**config.mk**
```make
export PLATFORM = sky130hd
export DESIGN_NAME = map_policy
export DESIGN_NICKNAME = d
export VERILOG_FILES = /design/src/inc/map_pkg.sv /design/src/core/map_attr_dec.sv /design/src/core/map_policy.sv
export SDC_FILE = /design/constraint.sdc
export NUM_CORES = 1
export LEC_CHECK = 0
export BUFFER_PORTS_ARGS = -buffer_cell sky130_fd_sc_hd__buf_2
export CORE_MARGIN = 2
export CORE_UTILIZATION = 55
export DETAILED_ROUTE_END_ITERATION = 8
export GPL_TIMING_DRIVEN = 0
export PLACE_DENSITY = 0.84
export SLEW_MARGIN = 15
export SYNTH_ARGS = -nofsm -noshare
export SYNTH_HDL_FRONTEND = slang
export SYNTH_HIERARCHICAL = 1
export SYNTH_SLANG_ARGS = --single-unit
```
**constraint.sdc**
```tcl
create_clock -name pclk -period 11.5 [get_ports pclk]
set_input_delay 1.725 -clock pclk [delete_from_list [all_inputs] [get_ports pclk]]
set_output_delay 1.725 -clock pclk [all_outputs]
set_load 0.03 [all_outputs]
```
**src/inc/map_pkg.sv**
```systemverilog
// Package of constants and types for the memory attribute policy block
package map_pkg;

   // ****************************************************
   // Register map
   // ****************************************************
   localparam logic [11:0] MAP_OFF_CTRL    = 12'h000;
   localparam logic [11:0] MAP_OFF_STAT    = 12'h004;
   localparam logic [11:0] MAP_OFF_ERRCNT  = 12'h008;
   localparam logic [11:0] MAP_OFF_RGN0    = 12'h010;
   localparam logic [11:0] MAP_RGN_STRIDE  = 12'h010;
   localparam logic [3:0]  MAP_SUB_BASE    = 4'h0;
   localparam logic [3:0]  MAP_SUB_LIMIT   = 4'h4;
   localparam logic [3:0]  MAP_SUB_ATTR    = 4'h8;

   // ****************************************************
   // Field positions
   // ****************************************************
   localparam int MAP_CTRL_EN      = 0;
   localparam int MAP_CTRL_LEGACY  = 1;
   localparam int MAP_CTRL_CK_LSB  = 2;
   localparam int MAP_ATTR_TYPE    = 0;
   localparam int MAP_ATTR_SHARED  = 2;
   localparam int MAP_ATTR_CPOL    = 3;
   localparam int MAP_ATTR_BUF     = 5;
   localparam int MAP_ATTR_CACHE   = 6;
   localparam int MAP_ATTR_W       = 7;

   // ****************************************************
   // Reset values
   // ****************************************************
   localparam logic [31:0] MAP_CTRL_RST   = 32'h0000_0001;
   localparam logic [31:0] MAP_BASE_RST   = 32'h0000_0000;
   localparam logic [31:0] MAP_LIMIT_RST  = 32'h0000_0000;
   localparam logic [6:0]  MAP_ATTR_RST   = 7'h00;
   // Addresses outside every region fall back to the safest type
   localparam logic [6:0]  MAP_ATTR_MISS  = 7'h00;

   // ****************************************************
   // Enumerations
   // ****************************************************
   typedef enum logic [1:0] {
      MAP_SO   = 2'b00,
      MAP_DEV  = 2'b01,
      MAP_NORM = 2'b10
   } map_type_e;

   typedef enum logic [1:0] {
      MAP_NC = 2'b00,
      MAP_WT = 2'b01,
      MAP_WB = 2'b10
   } map_cpol_e;

   typedef enum logic [1:0] {
      MAP_CK_COMBINED = 2'b00,
      MAP_CK_WT_ONLY  = 2'b01,
      MAP_CK_WB_ONLY  = 2'b10
   } map_ckind_e;

   typedef enum logic [1:0] {
      MAP_ST_IDLE  = 2'b00,
      MAP_ST_DRAIN = 2'b01
   } map_state_e;

endpackage
```
**src/core/map_attr_dec.sv**
```systemverilog
// Attribute decoder: raw region attribute to memory type and qualifiers
`timescale 1ns/10ps
module map_attr_dec
   import map_pkg::*;
(
   input  wire logic       legacy,       // Two-bit cacheable/bufferable mode
   input  wire map_ckind_e ckind,        // Organisation of the data cache
   input  wire logic [6:0] attr,         // Raw region attribute
   output map_type_e       mtype,        // Decoded memory type
   output logic            shared,       // Region reachable by other masters
   output map_cpol_e       cpol,         // Cache policy
   output logic            bufferable,   // Writes may sit in a write buffer
   output logic            unpred        // Encoding has no defined meaning
);

   logic c_bit;
   logic b_bit;

   always_comb
   begin
      c_bit      = attr[MAP_ATTR_CACHE];
      b_bit      = attr[MAP_ATTR_BUF];
      mtype      = MAP_SO;
      cpol       = MAP_NC;
      bufferable = 1'b0;
      unpred     = 1'b0;
      if (legacy)
      begin
         bufferable = b_bit;
         case ({c_bit, b_bit})
            2'b00: mtype = MAP_SO;
            2'b01: mtype = MAP_DEV;
            2'b11:
            begin
               mtype = MAP_NORM;
               cpol  = (ckind == MAP_CK_WT_ONLY) ? MAP_WT : MAP_WB;
            end
            2'b10:
            begin
               // Write-through-only caches define this as write-through
               if (ckind == MAP_CK_WB_ONLY)
               begin
                  unpred = 1'b1;
               end
               else
               begin
                  mtype = MAP_NORM;
                  cpol  = MAP_WT;
               end
            end
            default: mtype = MAP_SO;
         endcase
      end
      else
      begin
         case (attr[MAP_ATTR_TYPE +: 2])
            2'b00: mtype = MAP_SO;
            2'b01:
            begin
               mtype      = MAP_DEV;
               bufferable = 1'b1;
            end
            2'b10:
            begin
               mtype      = MAP_NORM;
               bufferable = 1'b1;
               case (attr[MAP_ATTR_CPOL +: 2])
                  2'b00:   cpol = MAP_NC;
                  2'b01:   cpol = MAP_WT;
                  2'b10:   cpol = MAP_WB;
                  default:
                  begin
                     cpol   = MAP_NC;
                     unpred = 1'b1;
                  end
               endcase
            end
            default: unpred = 1'b1;
         endcase
      end
      // Strongly ordered carries no own sharing bit
      shared = (mtype == MAP_SO) ? 1'b1 : attr[MAP_ATTR_SHARED];
   end

endmodule // map_attr_dec

```
**src/core/map_policy.sv**
```systemverilog
// Memory attribute policy: region table, attribute decode, access ordering
//
// Summary of operation
// - Each legacy region has bufferable and cacheable bits
// - Legacy C/B pair decodes per cache organisation
// - Region is exactly one of three types
// - Normal may repeat, restart, replay non-atomically
// - Normal may merge writes and prefetch reads
// - Normal may be accessed unaligned
// - Device and strongly ordered never reissued
// - Device/strongly ordered keep count, width, sequence
// - Strongly ordered accesses strictly in program order
// - Strongly ordered always treated as shared
// - Per-region sharing flag is honoured
// - Normal carries share and cache policy qualifiers
// - Normal load returns own latest store
// - Repeated loads without store match
// - Normal accesses may be reordered weakly
// - Non-shared normal needs no cache transparency
// - Ordering barrier honoured for buffered forwarding
// - Device non-cacheable, merging keeps shape
// - Strongly ordered never allocated in cache
// - Strongly ordered fenced by barrier both sides
`timescale 1ns/10ps
module map_policy
   import map_pkg::*;
#(
   parameter int NREG  = 4,    // Number of programmable regions
   parameter int CNT_W = 4     // Width of the outstanding access count
)
(
   input  wire logic        pclk,            // Core clock
   input  wire logic        presetn,         // Asynchronous reset, low
   input  wire logic        psel,            // APB select
   input  wire logic        penable,         // APB enable
   input  wire logic        pwrite,          // APB direction
   input  wire logic [11:0] paddr,           // APB byte address
   input  wire logic [31:0] pwdata,          // APB write data
   output logic [31:0]      prdata,          // APB read data
   output logic             pready,          // APB ready
   output logic             pslverr,         // APB error
   input  wire logic        req_valid,       // Load/store request
   output logic             req_ready,       // Request taken
   input  wire logic [31:0] req_addr,        // Access address
   input  wire logic        req_write,       // Store when high
   input  wire logic [1:0]  req_size,        // Log2 of access bytes
   input  wire logic        req_replay,      // Reissue of earlier access
   input  wire logic        bar_valid,       // ordering_barrier request
   output logic             bar_ready,       // Barrier complete
   input  wire logic        mem_cmp,         // One access completed
   output logic             rsp_valid,       // Lookup result pulse
   output map_type_e        rsp_type,        // Memory type
   output logic             rsp_shared,      // Sharing flag
   output logic             rsp_cacheable,   // May be cached
   output logic             rsp_wback,       // Write-back policy
   output logic             rsp_bufferable,  // Writes may be buffered
   output logic             rsp_may_repeat,  // Repeat/restart/replay ok
   output logic             rsp_may_merge,   // Merge/prefetch permitted
   output logic             rsp_may_reorder, // Weak ordering permitted
   output logic             rsp_may_forward, // Buffer forwarding permitted
   output logic             rsp_err          // Access refused
);

   // ****************************************************
   // Parameter checks
   // ****************************************************
   // Refused at elaboration: region index and status fields are fixed
   if (NREG < 1 || NREG > 15)
      $error("map_policy: NREG must lie in 1..15");
   if (CNT_W < 1 || CNT_W > 16)
      $error("map_policy: CNT_W must lie in 1..16");

   // ****************************************************
   // State
   // ****************************************************
   typedef struct packed {
      logic [31:0]                ctrl;
      logic [NREG-1:0][31:0]      base;
      logic [NREG-1:0][31:0]      limit;
      logic [NREG-1:0][6:0]       attr;
      logic [31:0]                prdata;
      logic                       pslverr;
      map_state_e                 st;
      logic [CNT_W-1:0]           outst;
      logic [15:0]                errcnt;
      logic                       rsp_valid;
      map_type_e                  rsp_type;
      logic                       rsp_shared;
      logic                       rsp_cacheable;
      logic                       rsp_wback;
      logic                       rsp_bufferable;
      logic                       rsp_may_repeat;
      logic                       rsp_may_merge;
      logic                       rsp_may_reorder;
      logic                       rsp_may_forward;
      logic                       rsp_err;
   } map_state_s;

   map_state_s r;
   map_state_s next_r;

   // ****************************************************
   // Region lookup
   // ****************************************************
   // Lowest numbered hit wins so overlapping regions stay defined
   function automatic logic [6:0] map_lookup(input map_state_s s,
                                             input logic [31:0] a);
      logic [6:0] res;
      res = MAP_ATTR_MISS;
      for (int i = NREG - 1; i >= 0; i--)
      begin
         if (a >= s.base[i] && a <= s.limit[i])
            res = s.attr[i];
      end
      return res;
   endfunction

   // Region selected by an APB address, NREG when none
   function automatic logic [3:0] map_rgn_sel(input logic [11:0] a);
      logic [11:0] rel;
      logic [3:0]  idx;
      rel = a - MAP_OFF_RGN0;
      idx = rel[7:4];
      if (a < MAP_OFF_RGN0 || rel[11:8] != 4'h0 || idx >= NREG[3:0])
         idx = NREG[3:0];
      return idx;
   endfunction

   logic [6:0] look_attr;
   map_type_e  dec_type;
   logic       dec_shared;
   map_cpol_e  dec_cpol;
   logic       dec_buf;
   logic       dec_unpred;

   assign look_attr = r.ctrl[MAP_CTRL_EN] ? map_lookup(r, req_addr)
                                          : MAP_ATTR_MISS;

   map_attr_dec u_dec (
      .legacy     (r.ctrl[MAP_CTRL_LEGACY]),
      .ckind      (map_ckind_e'(r.ctrl[MAP_CTRL_CK_LSB +: 2])),
      .attr       (look_attr),
      .mtype      (dec_type),
      .shared     (dec_shared),
      .cpol       (dec_cpol),
      .bufferable (dec_buf),
      .unpred     (dec_unpred)
   );

   // ****************************************************
   // Handshakes
   // ****************************************************
   logic mem_idle;
   logic cnt_full;
   logic unaligned;
   logic take_req;
   logic take_bar;

   assign mem_idle  = (r.outst == '0) && !r.rsp_valid;
   assign cnt_full  = (r.outst == {CNT_W{1'b1}});
   assign unaligned = (req_size == 2'h1 && req_addr[0]) ||
                      (req_size == 2'h2 && req_addr[1:0] != 2'h0) ||
                      (req_size == 2'h3 && req_addr[2:0] != 3'h0);

   // Strongly ordered waits until all earlier accesses drained
   assign req_ready = (r.st == MAP_ST_IDLE) && !bar_valid && !cnt_full &&
                      (dec_type != MAP_SO || mem_idle);
   // Barrier completes only once nothing is buffered or in flight
   assign bar_ready = (r.st == MAP_ST_IDLE) && mem_idle;
   assign take_req  = req_valid && req_ready;
   assign take_bar  = bar_valid && bar_ready;

   assign pready          = 1'b1;
   assign prdata          = r.prdata;
   assign pslverr         = r.pslverr;
   assign rsp_valid       = r.rsp_valid;
   assign rsp_type        = r.rsp_type;
   assign rsp_shared      = r.rsp_shared;
   assign rsp_cacheable   = r.rsp_cacheable;
   assign rsp_wback       = r.rsp_wback;
   assign rsp_bufferable  = r.rsp_bufferable;
   assign rsp_may_repeat  = r.rsp_may_repeat;
   assign rsp_may_merge   = r.rsp_may_merge;
   assign rsp_may_reorder = r.rsp_may_reorder;
   assign rsp_may_forward = r.rsp_may_forward;
   assign rsp_err         = r.rsp_err;

   // ****************************************************
   // Next state
   // ****************************************************
   logic [3:0]  sel;
   logic [3:0]  sub;
   logic        is_norm;
   logic        refuse;
   logic        issued;

   always_comb
   begin
      next_r = r;
      sel    = map_rgn_sel(paddr);
      sub    = paddr[3:0];
      is_norm = (dec_type == MAP_NORM);

      // APB: read data set up in the setup cycle, zero wait states
      if (psel && !penable)
      begin
         next_r.pslverr = 1'b0;
         next_r.prdata  = 32'h0000_0000;
         if (paddr == MAP_OFF_CTRL)
            next_r.prdata = r.ctrl;
         else if (paddr == MAP_OFF_STAT)
            next_r.prdata = {{(30 - CNT_W){1'b0}}, r.outst, r.st};
         else if (paddr == MAP_OFF_ERRCNT)
            next_r.prdata = {16'h0000, r.errcnt};
         else if (sel != NREG[3:0] && sub == MAP_SUB_BASE)
            next_r.prdata = r.base[sel];
         else if (sel != NREG[3:0] && sub == MAP_SUB_LIMIT)
            next_r.prdata = r.limit[sel];
         else if (sel != NREG[3:0] && sub == MAP_SUB_ATTR)
            next_r.prdata = {25'h0, r.attr[sel]};
         else
            next_r.pslverr = 1'b1;
      end
      if (psel && penable && pwrite && !r.pslverr)
      begin
         if (paddr == MAP_OFF_CTRL)
            next_r.ctrl = {28'h0000000, pwdata[3:0]};
         else if (sel != NREG[3:0] && sub == MAP_SUB_BASE)
            next_r.base[sel] = pwdata;
         else if (sel != NREG[3:0] && sub == MAP_SUB_LIMIT)
            next_r.limit[sel] = pwdata;
         else if (sel != NREG[3:0] && sub == MAP_SUB_ATTR)
            next_r.attr[sel] = pwdata[MAP_ATTR_W-1:0];
      end

      // Device and strongly ordered never take a reissue or an
      // unaligned access; refused accesses never reach memory
      refuse = dec_unpred ||
               (!is_norm && (req_replay || unaligned));
      issued = take_req && !refuse;

      // Result appears with its attributes in one cycle
      next_r.rsp_valid       = take_req;
      if (take_req)
      begin
         next_r.rsp_type        = dec_type;
         next_r.rsp_shared      = dec_shared;
         // Device and strongly ordered are never cached or allocated
         next_r.rsp_cacheable   = is_norm && dec_cpol != MAP_NC;
         next_r.rsp_wback       = is_norm && dec_cpol == MAP_WB;
         next_r.rsp_bufferable  = dec_buf && dec_type != MAP_SO;
         next_r.rsp_may_repeat  = is_norm;
         next_r.rsp_may_merge   = is_norm;
         next_r.rsp_may_reorder = is_norm;
         // Own stores forwarded so loads see the latest value
         next_r.rsp_may_forward = is_norm;
         next_r.rsp_err         = refuse;
      end
      if (take_req && refuse && r.errcnt != 16'hFFFF)
         next_r.errcnt = r.errcnt + 16'h0001;

      // Outstanding count; completion reported by memory side
      if (issued && !mem_cmp)
         next_r.outst = r.outst + {{(CNT_W-1){1'b0}}, 1'b1};
      else if (!issued && mem_cmp && r.outst != '0)
         next_r.outst = r.outst - {{(CNT_W-1){1'b0}}, 1'b1};

      // Completion seen by the issuer only through polling the
      // peripheral; this block just holds later accesses back
      case (r.st)
         MAP_ST_IDLE:
         begin
            if (issued && dec_type == MAP_SO)
               next_r.st = MAP_ST_DRAIN;
         end
         MAP_ST_DRAIN:
         begin
            if (mem_idle)
               next_r.st = MAP_ST_IDLE;
         end
         default: next_r.st = MAP_ST_IDLE;
      endcase
      if (take_bar)
         next_r.st = MAP_ST_IDLE;
   end

   // ****************************************************
   // Registers
   // ****************************************************
   always_ff @(posedge pclk or negedge presetn)
   begin
      if (!presetn)
      begin
         r                 <= '0;
         r.ctrl            <= MAP_CTRL_RST;
         r.base            <= {NREG{MAP_BASE_RST}};
         r.limit           <= {NREG{MAP_LIMIT_RST}};
         r.attr            <= {NREG{MAP_ATTR_RST}};
         r.st              <= MAP_ST_IDLE;
         r.rsp_type        <= MAP_SO;
      end
      else
      begin
         r <= next_r;
      end
   end

endmodule // map_policy

```
# Word-level counts from Yosys, hierarchy flattened
# Cells that the tools add are included.
[op_classes]
addsub = 4
n_reduce_logical = 72
bitwise_logic = 3
n_lt_le_gt_ge = 12
mux = 55
eq_ne = 24
[ops]
columns = ["cell", "count"]
rows = [
  ["$bwmux W128", 2],
  ["$mux W32", 8],
  ["$bmux W32 S2", 2],
  ["$ge A32 B32 Y1", 4],
  ["$le A32 B32 Y1", 4],
  ["$demux W32 S2", 1],
  ["$mux W7", 8],
  ["$logic_and A1 B1 Y1", 33],
  ["$bwmux W28", 1],
  ["$eq A2 B2 Y1 const B", 9],
  ["$add A16 B1 Y16 const B", 1],
  ["$mux W2", 8],
  ["$ne A16 B16 Y1 const B", 1],
  ["$pmux W2 S2", 4],
  ["$bmux W7 S2", 1],
  ["$demux W7 S2", 1],
  ["$mux W1", 14],
  ["$eq A12 B3 Y1 const B", 1],
  ["$eq A12 B4 Y1 const B", 1],
  ["$eq A2 B1 Y1 const B", 6],
  ["$logic_not A12 Y1", 1],
  ["$lt A12 B5 Y1 const B", 1],
  ["$mux W4", 3],
  ["$sub A12 B5 Y12 const B", 1],
  ["other kinds (26)", 54],
]
[totals]
out_inout_bits = 48
register_bits = 352

# Longest topological paths before layout
[logic_depth]
ltp_word = 21
depth_mapped = 27
ltp_nobuf = 27

# Hierarchy
# Netlist, hierarchy kept.
[modules_own_cells]
columns = ["module", "seq_area_each_um2", "n_inst", "cells_per_inst", "area_each_um2"]
rows = [
  ["map_policy", 8784.7, 1, 2197, 22263.9],
  ["map_attr_dec", 0.0, 1, 30, 214.0],
]

# Worst setup path before layout
# OpenSTA, ideal clock, no wires.
[synth_path]
kind = "input to output"
startpoint = "in req_addr[0]"
endpoint = "out req_ready"
arrival_time_ps = 4987
setup_slack_ps = 4788
cell_stages = 17
t_required_ps = 9775
cell_sequence = "inv_1 > ha_1 > nand2b_1 > a2111oi_0 > a2111oi_0 > a2111oi_0 > a2bb2oi_1 > a22oi_1 > nand3b_1 > o221ai_1 > inv_1 > ha_1 > nor2b_4 > o21bai_1 > nor2_1 > o31ai_1 > and2_1"
[synth_via]
elab_chain_cells = 13
word_cells_on_any_way = 29
cone_classes = "order compare (8); eq/ne (5); mux (8); reduce/logical (8)"
[synth_rtl]
columns = ["item", "line_no", "rtl"]
rows = [
  ["start, declared", "map_policy.sv:44", "input wire logic [31:0] req_addr,"],
  ["$ge A32 B32 Y1 or $le A32 B32 Y1 (tied branches)", "map_policy.sv:112", "if (a >= s.base[i] && a <= s.limit[i])"],
  ["$logic_and A1 B1 Y1", "map_policy.sv:112", ""],
  ["$mux W7 (3 in series)", "map_policy.sv:112", ""],
  ["$mux W7 *", "map_policy.sv:112", ""],
  ["$mux W7 *", "map_policy.sv:136", "assign look_attr = r.ctrl[MAP_CTRL_EN] ? map_lookup(r, req_addr)"],
  ["named net look_attr[0]", "map_policy.sv:129", "logic [6:0] look_attr;"],
  ["$eq A2 B2 Y1 or $eq A2 B1 Y1 (tied branches)", "map_attr_dec.sv:56", "case (attr[MAP_ATTR_TYPE +: 2])"],
  ["$pmux W2 S2 *", "map_attr_dec.sv:56", ""],
  ["$mux W2 *", "map_attr_dec.sv:27", "if (legacy)"],
  ["named net dec_type[1]", "map_policy.sv:130", "map_type_e dec_type;"],
  ["$reduce_bool A2 Y1 *", "map_policy.sv:167", "(dec_type != MAP_SO || mem_idle);"],
  ["$logic_or A1 B1 Y1 *", "map_policy.sv:167", ""],
  ["$logic_and A1 B1 Y1 *", "map_policy.sv:166", "assign req_ready = (r.st == MAP_ST_IDLE) && !bar_valid && !cnt_full &&"],
  ["end, declared", "map_policy.sv:43", "output logic req_ready,"],
]
# The timed path passes the listed nets; every way through them passes the cells marked *.

# Worst setup path in the final report
# Ends and elaborated chain as after synthesis.

==> impl_metrics.tcl <==
set metrics [dict create \
    tritoncts.num_buffers 40 \
    first_global_vias 19531 \
    fp-row-count 74 \
    slew_headroom_pct 15.8 \
    synth_compound_area_share_pct 15.6 \
    totalWireLength_um 74300 \
    routedWlPerCell_um 25.0 \
    endpoint_kind "output port" \
    antenna_found_initial 6 \
    cts_tree "done" \
    tightest_slew_ns 1.26 \
    synth-adder-area-share_pct 14.7 \
    slew_viol_final 0 \
    ioPinCount 136 \
    met1_length_um 27600 \
    dp_hpwl_um 55000 \
    leakagePower_nw 11.9 \
    layout_common_cells "350 x dfrtp_1, 274 x inv_1, 263 x ha_1, 251 x mux2_2, 166 x buf_2" \
    nets 2757 \
    synth-seq-cells 351 \
    arrival_ns 6.74 \
    gr-total-overflow 0 \
    drtAntennaViolNets 0 \
    min_to "prdata[13]" \
    rsz0062_at_grt "false" \
    vdd_drop_max_mv 0.0943 \
    grt_util_all_layers_pct 35.3 \
    crit_slowest_cell "a2111oi_2" \
    synth_flop_cell "dfrtp_1" \
    post_cts_buffers 0 \
    setup_viol 0 \
    top_layer "met5" \
    area_growth_pct 12.5 \
    vias_per_cell 6.50 \
    yosysTopAreaCellShare_pct 39.0 \
    synth_fp_nets 2579 \
    core_area_um2 40600 \
    yosysSeqAreaShare_pct 39.1 \
    drv_cap 0 \
    synth.distinct_cells 84 \
    synth_top_family_by_area "compound AO/OA/AOI/OAI gates" \
    yosys.area_share.xor_xnor_pct 0.735 \
    hold_start "prdata[13]" \
    grt_pass1_wl_um 112000 \
    finalHoldViolations 0 \
    wl_met3_um 8370 \
    drive_gt1_share_pct 22.6 \
    synth.area.mux_share_pct 13.7 \
    crit_chain "buf_2 -> inv_1 -> ha_1 -> nand2b_1 -> a2111oi_0 -> a2111oi_0 -> a2111oi_2 -> a2bb2oi_1 -> a22oi_1 -> nand3b_1 -> o221ai_1 -> ha_1 -> nor2b_4 -> o21bai_1 -> nor2_1 -> o31ai_1 -> and2_1 -> buf_2" \
    die_x_um 206 \
    yosys.area_share.simple_pct 8.63 \
    fin_setup_tns_ns 0 \
    clkTransAtPathRegs_ns 0.05 \
    synth_area_um2 22500 \
    drc 0 \
    cts.htree.levels 2 \
    hold_path_depth 2 \
    io_buffers 133 \
    r2r_slack_ns 4.70 \
    clock-sinks 351 \
    globalplace.congestion 0.999 \
    grt_max_degree 93 \
    reg2regPathDepth 26 \
    fin_crit_ns 8.46 \
    r2r-start "r[126]" \
    status "finished clean" \
    post_cts_resized 0 \
    hold_path_class "reg2reg" \
    startpoint_type "primary input" \
    fillers 3247 \
    fmax_ghz 0.118 \
    dieArea_um2 42500 \
    worstPathRequired_ns 9.78 \
    synth_area_per_cell_um2 10.1 \
    cts_root_buf "clkbuf_16" \
    fin_skew_ns 0.0289 \
    p_per_area_nw_per_um2 117 \
    dp_cells 2895 \
    yosysWarnings 6 \
    r2r-end "r[31]" \
    async_flop_share_pct 100 \
    clk_latency_ns 0.59 \
    ctsHoldBuffers 0 \
    clk_path_buf_depth 3 \
    finalCritPeriodShare_pct 73.6 \
    stdcell_count 2968 \
    start_util_pct 55.4 \
    path_max_fanout 8 \
    die_h_um 206 \
    drt_iter0_drc 2101 \
    criticalPathCategory "in2out" \
    vias 19279 \
    dr.pass1.iters 7 \
    crit_path_max_incr_delay_ns 0.71 \
    ys_top_cells_by_area "dfrtp_1 39%, ha_1 15%, mux2_2 13%, inv_1 4.6%, o21ai_0 3.2%" \
    synth_edf_count 0 \
    final_common_cell "dfrtp_1" \
    synthCells 2227 \
    met2WireLength_um 33400 \
    yosys.area.top_type "dfrtp_1" \
]
-- per-layer routing --
metal  GRT usage, %  vias to the layer above
li1               -                     8409
met1           44.0                     9347
met2           54.7                     1189
met3           9.76                      330
met4           21.5                        4
met5              0                        -
-- metrics by stage --
step                      util (%)  power, mW  hold WS [ns]  setup slack (ns)  area, um^2
after floorplan                  -       1.46         0.447              4.79       22500
after global placement        58.7       1.59         0.462              1.97       23800
after detailed placement      58.9       1.61         0.472              2.89       23900
after CTS                     62.3       2.95         0.485              2.84       25300
after global routing          62.3       3.05         0.515              2.69       25300
final                         62.4       2.96         0.481              3.04       25300
-- state kept, by name, summed over array words and instances (netlist names) --
register,count
r,309
prdata,32
rsp_type,2
pslverr,1
rsp_bufferable,1
rsp_cacheable,1
rsp_err,1
rsp_may_forward,1
rsp_shared,1
rsp_valid,1
rsp_wback,1
-- synthesized netlist by cell type, types with 13 or more instances --
master	instances
a21o_1	31
nand4_1	44
dfrtp_1	350
a221oi_1	20
a21oi_1	128
a211oi_1	18
a222oi_1	30
buf_4	39
mux2i_1	19
nand3_1	34
o22ai_1	13
nor3_1	20
o31ai_1	18
nand2_1	164
o221ai_1	39
nor2_1	55
ha_1	263
mux2_2	251
nand2b_1	16
inv_1	274
buf_2	34
clkbuf_1	47
o21ai_0	143
-- worst max-delay path: cells and delay by family --
| family | cells | cell delay (ns) |
|---|---|---|
| and+or+nand+nor | 5 | 1.06 |
| adders and majority gates | 2 | 0.62 |
| AOI/OAI and AO/OA | 8 | 2.60 |
| buffers and inverters | 3 | 0.71 |
-- kinds of logic after synthesis --
kind of cell / count (synthesis)
simple gates: 393
flops: 351
other cells: 1
mux: 276
compound gates: 526
xor+xnor: 18
buf+inv: 398
fa+ha+maj: 264
-- cell type report --
cell class | count | area, um^2 | share of cell area, %
inverter | 274 | 1030 | 4.07
clock buffer | 57 | 1200 | 4.73
tap | 532 | 666 | 2.63
clock inverter | 13 | 176 | 0.698
multi-input combinational | 1478 | 12000 | 47.5
antenna | 3 | 7.51 | 0.0297
sequential | 351 | 8780 | 34.7
timing repair buffer | 136 | 758 | 3.00
buffer | 124 | 662 | 2.62
-- how the worst max path moves through the flow --
stage	startpoint	endpoint
6_report	req_addr[0]	req_ready
5_1_grt	req_addr[0]	req_ready
4_1_cts	req_addr[0]	req_ready
3_5_place_dp	req_addr[0]	r[31]
3_3_place_gp	presetn	prdata[3]
2_1_floorplan	req_addr[0]	req_ready
-- power by group --
group	total [mW]	switching, mW	internal [mW]	leakage (nW)
clock	1.36	0.544	0.813	0.684
sequential	1.27	0.0218	1.25	4.71
combinational	0.328	0.219	0.110	6.46
No activity file was read; power rests on OpenSTA's default activity.
